$ cat src/common/uhc_defines.svh
//------------------------------------------------------------------------------
// Purpose: Offsets, field positions, reset values of the second host function
// Assumes: Dword accesses only, 4-Kbyte window, byte addresses below
// Notes:   Included by bare name; definitions only
//------------------------------------------------------------------------------
`ifndef UHC_DEFINES_SVH
`define UHC_DEFINES_SVH

//------------------------------------------------------------------------------
// Register byte offsets
//------------------------------------------------------------------------------
`define UHC_OFF_REVISION 12'h000
`define UHC_OFF_CONTROL 12'h004
`define UHC_OFF_COMMAND 12'h008
`define UHC_OFF_EVENTS 12'h00C
`define UHC_OFF_MASK_SET 12'h010
`define UHC_OFF_MASK_CLR 12'h014
`define UHC_OFF_COMM_AREA 12'h018
`define UHC_OFF_PERIODIC_CUR 12'h01C
`define UHC_OFF_CTRL_HEAD 12'h020
`define UHC_OFF_CTRL_CUR 12'h024
`define UHC_OFF_BULK_HEAD 12'h028
`define UHC_OFF_BULK_CUR 12'h02C
`define UHC_OFF_DONE_HEAD 12'h030
`define UHC_OFF_FRAME_INTV 12'h034
`define UHC_OFF_FRAME_LEFT 12'h038
`define UHC_OFF_FRAME_NUM 12'h03C
`define UHC_OFF_PERIODIC_ST 12'h040
`define UHC_OFF_LS_THRESH 12'h044
`define UHC_OFF_HUB_DESC_A 12'h048
`define UHC_OFF_HUB_DESC_B 12'h04C
`define UHC_OFF_HUB_STATE 12'h050
`define UHC_OFF_PORT1 12'h054
`define UHC_OFF_PORT2 12'h058
`define UHC_OFF_LAST 12'h058

//------------------------------------------------------------------------------
// Field positions and widths
//------------------------------------------------------------------------------
`define UHC_REV_LEGACY_BIT 8
`define UHC_CTRL_WIDTH 11
`define UHC_CMD_RESET_BIT 0
`define UHC_EVT_WIDTH 7
`define UHC_EVT_RESUME_BIT 3
`define UHC_MASK_MASTER_BIT 31

//------------------------------------------------------------------------------
// Reset values
//------------------------------------------------------------------------------
`define UHC_CTRL_HW_RESET 11'h000
`define UHC_STATE_SW_RESET 2'h3
`define UHC_EVT_RESET 7'h00
`define UHC_MASK_RESET 8'h00
`define UHC_CMD_RESET 4'h0

`endif

$ cat src/common/uhc_pkg.sv
//------------------------------------------------------------------------------
// Purpose: Types shared by the operational register bank
// Assumes: Field order of the control type matches register bits 10:0
// Notes:   Constants live in uhc_defines.svh
//------------------------------------------------------------------------------
package uhc_pkg;

  // Functional state, codes 0..3 in declaration order
  typedef enum logic [1:0] {
    state_reset,
    state_resume,
    state_running,
    state_suspended
  } uhc_fstate_type;

  // Control register bits 10:0, MSB first
  typedef struct packed {
    logic wakeup_event_on;
    logic wakeup_supported;
    logic irq_route_select;
    uhc_fstate_type functional_state;
    logic bulk_list_on;
    logic ctrl_list_on;
    logic iso_service_on;
    logic periodic_list_on;
    logic [1:0] ctrl_bulk_ratio;
  } uhc_ctrl_type;

  // Memory-mapped dword request
  typedef struct packed {
    logic sel;
    logic wr;
    logic [11:0] addr;
    logic [31:0] wdata;
  } uhc_req_type;

  // Read answer
  typedef struct packed {
    logic valid;
    logic [31:0] data;
  } uhc_rsp_type;

endpackage

$ cat src/rtl/uhc_op_regs.sv
//------------------------------------------------------------------------------
// Purpose: Operational register bank of the second full/low-speed host function
// Assumes: Host driver uses aligned dword accesses in a 4-Kbyte window
// Notes:   Registers beyond control/status core sit in a plain word store
// Function
// Decode dword offsets 00h to 58h in the second function's window.
// Registers keep the same meaning and defaults as the first function's.
// Revision code in bits 7:0, bits 31:9 read zero.
// Bit 8 of revision follows legacy-enable pin, not writable.
// No legacy emulation registers here, yet legacy bit still reported.
// Control bits 1:0 set control-to-bulk service ratio 1:1 to 4:1.
// Control bit 2 enables periodic list from the next frame.
// Control bit 3 enables isochronous service from the next frame.
// Control bit 4 enables control list from the next frame.
// Control bit 5 enables bulk list from the next frame.
// Control bits 7:6 hold functional state, changed by software or controller.
// Functional state loads 00b on hardware, 11b on software reset.
// Control bit 8 routes event interrupts to management or normal output.
// Control bit 9 marks wakeup support, writable by software and controller.
// With bit 10 set, resume flag asserts power event output; else low.
// Routing and wakeup-support bits survive software reset, clear on hardware.
// Resume flag sets on bus resume, not on software entering resume.
//------------------------------------------------------------------------------
`timescale 1ns/100ps
`include "uhc_defines.svh"

module uhc_op_regs #(
  parameter logic [7:0] REV_CODE = 8'h5A // Arbitrary value
) (
  // Clock and reset
  input wire logic SYS_CLK,
  input wire logic RST_B,
  // Memory-mapped register access
  input wire uhc_pkg::uhc_req_type MEM_REQ,
  output uhc_pkg::uhc_rsp_type MEM_RSP,
  // Pins
  input wire logic LEGACY_ENABLE_PIN,
  // Controller side events and updates
  input wire logic FRAME_START_IN,
  input wire logic RESUME_DETECT_IN,
  input wire logic [6:0] EVENT_SET_IN,
  input wire logic HC_STATE_SET,
  input wire uhc_pkg::uhc_fstate_type HC_STATE_VAL,
  input wire logic HC_WAKEUP_SET,
  input wire logic HC_WAKEUP_VAL,
  // Control toward the scheduler
  output uhc_pkg::uhc_ctrl_type CTRL_OUT,
  output logic [3:0] LIST_SERVICE,
  output logic SOFT_RESET_OUT,
  // Interrupt and power event outputs
  output logic MGMT_IRQ_OUT,
  output logic PCI_IRQ_OUT,
  output logic POWER_EVENT_OUT
);

  //----------------------------------------------------------------------------
  // Decode helpers
  //----------------------------------------------------------------------------
  function automatic logic hit(input logic [11:0] a, input logic [11:0] off);
    hit = (a == off);
  endfunction

  function automatic logic mapped(input logic [11:0] a);
    mapped = (a <= `UHC_OFF_LAST) && (a[1:0] == 2'h0);
  endfunction

  function automatic logic own_reg(input logic [11:0] a);
    own_reg = (a <= `UHC_OFF_MASK_CLR);
  endfunction

  logic acc_ok;
  logic wr_ok;
  logic rd_ok;
  logic wr_ctrl;
  logic wr_cmd;
  logic wr_evt;
  logic wr_mset;
  logic wr_mclr;
  logic sw_resume_wr;

  // Legal dword accesses only; others write nothing and read zero
  assign acc_ok = MEM_REQ.sel && mapped(MEM_REQ.addr);
  assign wr_ok = acc_ok && MEM_REQ.wr;
  assign rd_ok = acc_ok && !MEM_REQ.wr;
  assign wr_ctrl = wr_ok && hit(MEM_REQ.addr, `UHC_OFF_CONTROL);
  assign wr_cmd = wr_ok && hit(MEM_REQ.addr, `UHC_OFF_COMMAND);
  assign wr_evt = wr_ok && hit(MEM_REQ.addr, `UHC_OFF_EVENTS);
  assign wr_mset = wr_ok && hit(MEM_REQ.addr, `UHC_OFF_MASK_SET);
  assign wr_mclr = wr_ok && hit(MEM_REQ.addr, `UHC_OFF_MASK_CLR);
  // Software moving the state into resume must not look like bus resume
  assign sw_resume_wr = wr_ctrl &&
    (MEM_REQ.wdata[7:6] == 2'(uhc_pkg::state_resume));

  //----------------------------------------------------------------------------
  // Legacy pin synchroniser
  //----------------------------------------------------------------------------
  logic leg_s1_q;
  logic leg_s2_q;
  logic leg_s3_q;
  logic legacy_q;
  logic legacy_d;

  // Value is taken only once the last two stages agree
  always_comb begin
    legacy_d = legacy_q;
    if (leg_s2_q == leg_s3_q) begin
      legacy_d = leg_s3_q;
    end
  end

  always_ff @(posedge SYS_CLK or negedge RST_B) begin
    if (!RST_B) begin
      leg_s1_q <= 1'b0;
      leg_s2_q <= 1'b0;
      leg_s3_q <= 1'b0;
      legacy_q <= 1'b0;
    end else begin
      leg_s1_q <= LEGACY_ENABLE_PIN;
      leg_s2_q <= leg_s1_q;
      leg_s3_q <= leg_s2_q;
      legacy_q <= legacy_d;
    end
  end

  //----------------------------------------------------------------------------
  // Software reset request
  //----------------------------------------------------------------------------
  logic hcr_q;
  logic hcr_d;
  logic [2:0] cmd_q;
  logic [2:0] cmd_d;

  // Request lives one cycle; it clears itself in the cycle the reset is applied
  always_comb begin
    hcr_d = !hcr_q && wr_cmd && MEM_REQ.wdata[`UHC_CMD_RESET_BIT];
    cmd_d = cmd_q;
    if (hcr_q) begin
      cmd_d = 3'h0;
    end else if (wr_cmd) begin
      cmd_d = MEM_REQ.wdata[3:1];
    end
  end

  always_ff @(posedge SYS_CLK or negedge RST_B) begin
    if (!RST_B) begin
      hcr_q <= 1'b0;
      cmd_q <= 3'h0;
    end else begin
      hcr_q <= hcr_d;
      cmd_q <= cmd_d;
    end
  end

  //----------------------------------------------------------------------------
  // Control register
  //----------------------------------------------------------------------------
  uhc_pkg::uhc_ctrl_type ctrl_q;
  uhc_pkg::uhc_ctrl_type ctrl_d;

  // Software reset beats any write in the same cycle
  always_comb begin
    ctrl_d = ctrl_q;
    if (hcr_q) begin
      ctrl_d = uhc_pkg::uhc_ctrl_type'(`UHC_CTRL_HW_RESET);
      ctrl_d.functional_state = uhc_pkg::uhc_fstate_type'(`UHC_STATE_SW_RESET);
      ctrl_d.irq_route_select = ctrl_q.irq_route_select;
      ctrl_d.wakeup_supported = ctrl_q.wakeup_supported;
    end else begin
      if (wr_ctrl) begin
        ctrl_d = uhc_pkg::uhc_ctrl_type'(MEM_REQ.wdata[`UHC_CTRL_WIDTH-1:0]);
      end
      // Controller updates win over a software write in the same cycle
      if (HC_STATE_SET) begin
        ctrl_d.functional_state = HC_STATE_VAL;
      end
      if (HC_WAKEUP_SET) begin
        ctrl_d.wakeup_supported = HC_WAKEUP_VAL;
      end
    end
  end

  always_ff @(posedge SYS_CLK or negedge RST_B) begin
    if (!RST_B) begin
      ctrl_q <= uhc_pkg::uhc_ctrl_type'(`UHC_CTRL_HW_RESET);
    end else begin
      ctrl_q <= ctrl_d;
    end
  end

  //----------------------------------------------------------------------------
  // List service enables, sampled at frame start
  //----------------------------------------------------------------------------
  logic [3:0] list_q;
  logic [3:0] list_d;

  // A change mid-frame must not disturb the frame in progress
  always_comb begin
    list_d = list_q;
    if (hcr_q) begin
      list_d = 4'h0;
    end else if (FRAME_START_IN) begin
      list_d = {ctrl_q.bulk_list_on, ctrl_q.ctrl_list_on,
                ctrl_q.iso_service_on, ctrl_q.periodic_list_on};
    end
  end

  always_ff @(posedge SYS_CLK or negedge RST_B) begin
    if (!RST_B) begin
      list_q <= 4'h0;
    end else begin
      list_q <= list_d;
    end
  end

  //----------------------------------------------------------------------------
  // Event flags and mask
  //----------------------------------------------------------------------------
  logic [6:0] evt_q;
  logic [6:0] evt_d;
  logic [6:0] evt_set;
  logic [7:0] mask_q;
  logic [7:0] mask_d;
  logic [7:0] mask_w;
  logic irq_any;

  assign mask_w = {MEM_REQ.wdata[`UHC_MASK_MASTER_BIT], MEM_REQ.wdata[6:0]};

  // Set wins over a write-one clear in the same cycle
  always_comb begin
    evt_set = EVENT_SET_IN;
    evt_set[`UHC_EVT_RESUME_BIT] = RESUME_DETECT_IN && !sw_resume_wr;
    evt_d = evt_q;
    mask_d = mask_q;
    if (hcr_q) begin
      evt_d = `UHC_EVT_RESET;
      mask_d = `UHC_MASK_RESET;
    end else begin
      if (wr_evt) begin
        evt_d = evt_q & ~MEM_REQ.wdata[6:0];
      end
      evt_d = evt_d | evt_set;
      if (wr_mset) begin
        mask_d = mask_q | mask_w;
      end else if (wr_mclr) begin
        mask_d = mask_q & ~mask_w;
      end
    end
  end

  always_ff @(posedge SYS_CLK or negedge RST_B) begin
    if (!RST_B) begin
      evt_q <= `UHC_EVT_RESET;
      mask_q <= `UHC_MASK_RESET;
    end else begin
      evt_q <= evt_d;
      mask_q <= mask_d;
    end
  end

  // Unmasked event goes to exactly one output
  assign irq_any = mask_q[7] && |(evt_q & mask_q[6:0]);
  assign MGMT_IRQ_OUT = irq_any && ctrl_q.irq_route_select;
  assign PCI_IRQ_OUT = irq_any && !ctrl_q.irq_route_select;
  // Level while the resume flag stands; gated by the wake enable
  assign POWER_EVENT_OUT = ctrl_q.wakeup_event_on && evt_q[`UHC_EVT_RESUME_BIT];

  //----------------------------------------------------------------------------
  // Word store for the remaining registers
  //----------------------------------------------------------------------------
  logic [31:0] store_rdata;

  // Same meaning and defaults as the first function: plain words
  uhc_store #(
    .AW(5),
    .DW(32)
  ) u_store (
    .clk(SYS_CLK),
    .rst_b(RST_B),
    .wr_en(wr_ok && !own_reg(MEM_REQ.addr)),
    .addr(MEM_REQ.addr[6:2]),
    .wdata(MEM_REQ.wdata),
    .rdata(store_rdata)
  );

  //----------------------------------------------------------------------------
  // Read answer
  //----------------------------------------------------------------------------
  logic [31:0] rd_q;
  logic [31:0] rd_d;
  logic rv_q;
  logic rv_d;
  logic from_store_q;
  logic from_store_d;

  // Own registers are muxed here; the store answers from its own flop
  always_comb begin
    rd_d = 32'h0000_0000;
    rv_d = MEM_REQ.sel && !MEM_REQ.wr;
    from_store_d = rd_ok && !own_reg(MEM_REQ.addr);
    if (rd_ok) begin
      if (hit(MEM_REQ.addr, `UHC_OFF_REVISION)) begin
        rd_d[7:0] = REV_CODE;
        rd_d[`UHC_REV_LEGACY_BIT] = legacy_q;
      end else if (hit(MEM_REQ.addr, `UHC_OFF_CONTROL)) begin
        rd_d[`UHC_CTRL_WIDTH-1:0] = ctrl_q;
      end else if (hit(MEM_REQ.addr, `UHC_OFF_COMMAND)) begin
        rd_d[3:0] = {cmd_q, hcr_q};
      end else if (hit(MEM_REQ.addr, `UHC_OFF_EVENTS)) begin
        rd_d[6:0] = evt_q;
      end else if (own_reg(MEM_REQ.addr)) begin
        rd_d[6:0] = mask_q[6:0];
        rd_d[`UHC_MASK_MASTER_BIT] = mask_q[7];
      end
    end
  end

  always_ff @(posedge SYS_CLK or negedge RST_B) begin
    if (!RST_B) begin
      rd_q <= 32'h0000_0000;
      rv_q <= 1'b0;
      from_store_q <= 1'b0;
    end else begin
      rd_q <= rd_d;
      rv_q <= rv_d;
      from_store_q <= from_store_d;
    end
  end

  // One driver for the whole answer; both halves come from flops
  assign MEM_RSP = {rv_q, (from_store_q ? store_rdata : rd_q)};
  assign CTRL_OUT = ctrl_q;
  assign LIST_SERVICE = list_q;
  assign SOFT_RESET_OUT = hcr_q;

  //----------------------------------------------------------------------------
  // Assertions
  //----------------------------------------------------------------------------
  logic rd_rev;
  logic rd_bad;
  assign rd_rev = rd_ok && hit(MEM_REQ.addr, `UHC_OFF_REVISION);
  assign rd_bad = MEM_REQ.sel && !MEM_REQ.wr && !mapped(MEM_REQ.addr);
endmodule // uhc_op_regs

$ cat src/rtl/uhc_store.sv
//------------------------------------------------------------------------------
// Purpose: Word store for the registers kept outside the control core
// Assumes: One write or read per cycle, read data one cycle later
// Notes:   Words clear on reset so reads are never unknown
//------------------------------------------------------------------------------
`timescale 1ns/100ps

module uhc_store #(
  parameter int AW = 5,
  parameter int DW = 32
) (
  // Clock and reset
  input wire logic clk,
  input wire logic rst_b,
  // Write side
  input wire logic wr_en,
  input wire logic [AW-1:0] addr,
  input wire logic [DW-1:0] wdata,
  // Read side
  output logic [DW-1:0] rdata
);

  logic [DW-1:0] mem_q [2**AW];
  logic [DW-1:0] mem_d [2**AW];
  logic [DW-1:0] rdata_q;
  logic [DW-1:0] rdata_d;

  //----------------------------------------------------------------------------
  // Next values
  //----------------------------------------------------------------------------
  always_comb begin
    mem_d = mem_q;
    if (wr_en) begin
      mem_d[addr] = wdata;
    end
    // Old word is read when write and read hit the same cycle
    rdata_d = mem_q[addr];
  end

  //----------------------------------------------------------------------------
  // Storage
  //----------------------------------------------------------------------------
  always_ff @(posedge clk or negedge rst_b) begin
    if (!rst_b) begin
      for (int i = 0; i < 2**AW; i++) begin
        mem_q[i] <= '0;
      end
      rdata_q <= '0;
    end else begin
      mem_q <= mem_d;
      rdata_q <= rdata_d;
    end
  end

  assign rdata = rdata_q;

endmodule // uhc_store

$ cat config.mk
export PLATFORM = sky130hd
export DESIGN_NAME = uhc_op_regs
export DESIGN_NICKNAME = d
export VERILOG_FILES = /design/src/common/uhc_pkg.sv /design/src/rtl/uhc_op_regs.sv /design/src/rtl/uhc_store.sv
export VERILOG_INCLUDE_DIRS = /design/src /design/src/common
export SDC_FILE = /design/constraint.sdc
export NUM_CORES = 2
export LEC_CHECK = 0
export ABC_AREA = 1
export BUFFER_PORTS_ARGS = -buffer_cell sky130_fd_sc_hd__buf_2
export CAP_MARGIN = 20
export CORE_MARGIN = 2
export CORE_UTILIZATION = 39
export CTS_CLUSTER_DIAMETER = 40
export DETAILED_ROUTE_END_ITERATION = 16
export SYNTH_ARGS = -nofsm -noshare
export SYNTH_HDL_FRONTEND = slang
export SYNTH_SLANG_ARGS = --single-unit
export TNS_END_PERCENT = 1
$ cat constraint.sdc
create_clock -name SYS_CLK -period 1.5 [get_ports SYS_CLK]
set_input_delay 0.075 -clock SYS_CLK [delete_from_list [all_inputs] [get_ports SYS_CLK]]
set_output_delay 0.075 -clock SYS_CLK [all_outputs]
set_load 0.1 [all_outputs]
[Word level (Yosys, flattened, before mapping)]
Index checks and enable logic that the tools add are counted.
Word-level totals
  register bits: 1108
  input port bits: 63
  output and inout bits: 52
  logic and storage cells: 147
Cells by class
  magnitude comparators: 4
  eq/ne operators: 7
  multiplexer cells: 36
  bitwise gates (word level): 9
  reduce and logical (&&, ||, !) cells: 37
Operator list (number)
  $bwmux W1024: 1
  $bmux W32 S5: 1
  $demux W32 S5: 1
  $mux W32: 4
  $mux W7: 6
  $mux W11: 3
  $eq A12 B4 Y1 const B: 2
  $eq A12 B5 Y1 const B: 2
  $mux W8: 3
  $logic_and A1 B1 Y1: 21
  $mux W4: 4
  $and A7 B7 Y7: 2
  $eq A12 B3 Y1 const B: 1
  $le A12 B5 Y1 const B: 1
  $le A12 B7 Y1 const B: 1
  $logic_not A12 Y1: 1
  $mux W3: 3
  $mux W9: 1
  $and A8 B8 Y8: 1
  $not A8 Y8: 1
  $or A8 B8 Y8: 1
  $reduce_bool A2 Y1: 4
  $mux W1: 7
  $not A7 Y7: 1
  13 further kinds: 20

[Longest topological paths before layout]
  word-level depth: 10
  mapped depth: 15
  depth with buffers taken out: 14

[Cells and area by module]
From an unflattened synthesis, not the netlist that was laid out.
Unflattened totals
  cell total of the unflattened synthesis: 6855
  area total of the unflattened synthesis: 51295.4 sq um
By module, submodules not included
  uhc_store: instances 1, cells each 6461, area each 48353.9 sq um, sequential area each 26425.3 sq um
  uhc_op_regs: instances 1, cells each 394, area each 2941.6 sq um, sequential area each 1301.2 sq um

[Worst setup path before layout]
Ideal clock, no wire load.
  path kind: register -> output
  start point: reg ctrl_q, in the netlist CTRL_OUT[8]
  end point: out MGMT_IRQ_OUT
  arrival time: 2353 ps
  required time: 1425 ps
  slack: -928 ps
  cell stages (with the launch flop): 3
  path buffers: 0
  cells stage by stage: dfrtp_1 > inv_1 > nor2_1
On the way
  cells in the longest elaborated chain, start to end: 1
Ends and longest elaborated chain
  from (decl): line uhc_op_regs.sv:157  | uhc_pkg::uhc_ctrl_type ctrl_q;
  from (signal assigned): line uhc_op_regs.sv:184  | ctrl_q <= uhc_pkg::uhc_ctrl_type'(`UHC_CTRL_HW_RESET);
  from (signal assigned): line uhc_op_regs.sv:186  | ctrl_q <= ctrl_d;
  $logic_and A1 B1 Y1: line uhc_op_regs.sv:262  | assign MGMT_IRQ_OUT = irq_any && ctrl_q.irq_route_select;
  to (decl): line uhc_op_regs.sv:51  | output logic MGMT_IRQ_OUT,
Every way passes these cells.

[Worst setup path in the final report]
  start point: reg mask_q[1]
  end point: out PCI_IRQ_OUT
On the way
  cells in the longest elaborated chain, start to end: 4
Ends and longest elaborated chain
  from (decl): line uhc_op_regs.sv:221  | logic [7:0] mask_q;
  from (signal assigned): line uhc_op_regs.sv:253  | mask_q <= `UHC_MASK_RESET;
  from (signal assigned): line uhc_op_regs.sv:256  | mask_q <= mask_d;
  $and A7 B7 Y7: line uhc_op_regs.sv:261  | assign irq_any = mask_q[7] && |(evt_q & mask_q[6:0]);
  $reduce_or A7 Y1: line uhc_op_regs.sv:261
  $logic_and A1 B1 Y1: line uhc_op_regs.sv:261
  $logic_and A1 B1 Y1: line uhc_op_regs.sv:263  | assign PCI_IRQ_OUT = irq_any && !ctrl_q.irq_route_select;
  to (decl): line uhc_op_regs.sv:52  | output logic PCI_IRQ_OUT,
Every way passes these cells.

==> run metrics <==
outcome finished, violations left; failing checks negative setup slack; main combinational cell family by area after synthesis simple AND/OR/NAND/NOR gates; maximum clock rate 476 MHz; Area contributors post-synth dfrtp_1, nand2_1, clkbuf_1; vias per cell 5.20; Syn. warnings 0; routed vias 32.4k; top-count cell post-synth nand2_1; max-cap viol count 0; Pwr Total 0.0689 W; Commonest cells post-synth nand2_1, dfrtp_1, clkbuf_1; peak fanout along the critical path 2; EDFF count, synth 0; Pre-antenna DRT Iters 6; setup ws final -601 ps; post-synthesis mux area share 0.303%; non-filler cells, final 6238; WHS 83.9 ps; port buffer count 113; routed length per instance 20.3 um; fraction of registers with async set/reset 100%; worst slew pin tran 773 ps; Multi-input gate area 13300 sq um; Yosys reg bits 1108; Die Y 342 um; compound-gate portion of the synthesized area 14.2%; Critical Path AT 2030 ps; Ports 115; RSZ-0062 raised after global routing true; total wire length 127000 um; clock tree buffer depth 3; Yosys top cell by area dfrtp_1; Root Driver clkbuf_16; Synth Area in XOR/XNOR 0%; register area 27700 sq um; Post-Synthesis Cells 4721; Final period util 140%; Final #Nets 4681; Setup crit end kind output port; first-pass GRT wire length 198000 um; Main synth FF type dfrtp_1; setup TNS -15230 ps; Finish-stage setup viols 36; initial antenna violation count 2; clock latency on the worst-skew pair 740 ps; Seq/Total Area, Yosys 62.2%; simple-gate share of the synthesized area 15.0%; sinks on the clock net 1108; NetSw 0.0159 W; Sw Ratio 23.1%; Die ar. 117000 sq um; H-tree depth 4; FILL cells 10.5k; Rel. slew slack 48.0%; Startpoint Class flop; Synth Area in Adders 0.0225%; kind of critical path reg2out; Clock Pin Slew Worst Setup and Hold Paths 60 ps; share of the synthesized area in the top cell type 62.2%; pwr/cell area 1280 nW/um^2; final worst path period need 2100 ps; Syn Nets 4784; Reg2Reg Depth 7; grt ovf 0; Mapped Area 44600 sq um; layout cells sized above 1 17.4%; Core Region 114000 sq um; clock skew 27.9 ps; total track usage 21.9%; GP Congestion 0.873; Leakage 25.1 nW; Hold Path Depth 6; post-route ant nets 0; Cell Rows 124; sequential share of power 43.7%; vias in the first global route 32.3k; Hold WC Path Type in2reg; Initial DRC Count 3073; Max rail drop VDD 1.15 mV; maximum number of pins on one net before global-route repair 105; Die X-Extent 342 um; Post-Place Worst Slack -602 ps; Gate power share 5.1%; Mean Syn Cell Area 9.44 sq um; Initial Util 39.1%; CTS tree yes; Int Pwr 0.0529 W; pins over their slew limit 0; Yosys cell types 45; P&R area growth vs syn 20.8%; Fin. Hold Viols 0; Post-DP HPWL 80400 um; DRC errors left 0; dpl cells 5930; TritonCTS Buffers 139; Clock Power Share 51.2%; Req. time, crit path 1420 ps
## registers in the layout, indices dropped and copies added (netlist names)
name / count
mask_q: 8
u_store.rdata: 32
leg_s3_q: 1
SOFT_RESET_OUT: 1
legacy_q: 1
leg_s2_q: 1
evt_q: 7
from_store_q: 1
u_store.mem_q: 1024
cmd_q: 3
leg_s1_q: 1
LIST_SERVICE: 4
CTRL_OUT: 11
rd_q: 12
rv_q: 1
## layer usage
| metal | track usage [%] | wire length (um) |
|---|---|---|
| met2 | 33.0 | 56900 |
| met1 | 32.2 | 58800 |
| met5 | 0 | 22 |
| met3 | 3.77 | 7780 |
| met4 | 6.73 | 3170 |
## cell type report
class,count,share of cell area (%)
Clock buffer,169,7.10
Timing Repair Buffer,541,10.4
Antenna cell,1,0.00465
Clock inverter,79,2.03
Sequential cell,1108,51.5
Inverter,118,0.876
Multi-Input combinational cell,2710,24.6
Tap cell,1512,3.51
## through the flow
step / area, sq um / utilization, %
after floorplan: 44600 / -
after global placement: 48000 / 42.2
after detailed placement: 48000 / 42.2
after CTS: 53800 / 47.2
after global routing: 53900 / 47.3
final: 53900 / 47.3
## cells by family (layout without fill, tap and decap cells)
group	count (synthesis)	count (layout)
adder cells (fa/ha/maj)	1	1
buffers and inverters	903	907
AND/OR/NAND/NOR	1604	1604
other	0	1
flip-flops	1108	1108
AO/OA/AOI/OAI	1093	1093
multiplexers	12	12
## path summary, 6_finish.rpt
kind,start,to,slack (ps)
worst max-delay path,mask_q[1],PCI_IRQ_OUT,-600
worst min register to register,leg_s1_q,leg_s2_q,350
min in group asynchronous,RST_B,u_store.mem_q[197],130
max in group asynchronous,RST_B,u_store.mem_q[101],600
worst min-delay path,MEM_REQ[39],from_store_q,80
worst max register to register,u_store.mem_q[105],u_store.rdata[9],0
## placed cells by master, fill, tap and decap left out, types with 23 or more instances in the layout
cell / Yosys / routed
a211oi_1: 23 / 23
a21oi_1: 145 / 144
a221oi_1: 31 / 31
a22oi_1: 218 / 214
a31oi_1: 23 / 23
buf_12: 1 / 114
buf_2: 51 / 59
buf_4: 11 / 296
clkbuf_16: 0 / 142
dfrtp_1: 1108 / 1102
dlygate4sd3_1: 0 / 54
inv_1: 108 / 102
nand2_1: 1271 / 1268
nand3_1: 78 / 78
nand4_1: 115 / 115
nor2_1: 96 / 93
o21ai_0: 312 / 311
o21ai_1: 308 / 309
## worst max-delay path, stage by stage (launching register included)
cell and delay [ps]:
dfrtp_1 400, inv_2 80, o22ai_2 70, a21oi_2 100, o211ai_1 90, o21ai_1 160, buf_4 170, nor2_4 40
buf_12 160
## power groups by stage
stage               registers [W]  logic (W)  clock network, W
detailed placement         0.0306    0.00339                 0
floorplan                  0.0306    0.00107                 0
global route               0.0301    0.00380            0.0372
global placement           0.0306    0.00338                 0
finish                     0.0301    0.00353            0.0353
CTS                        0.0301    0.00353            0.0359
## what timing repair did
action,CTS,global route
endpoints found under the setup margin,54,48
hold buffers,54,0
hold endpoints to repair,1641,0
pin swaps,1,6
gates resized for setup,77,20
setup buffers,4,1
Note: power is estimated with default switching activity, not from simulation.
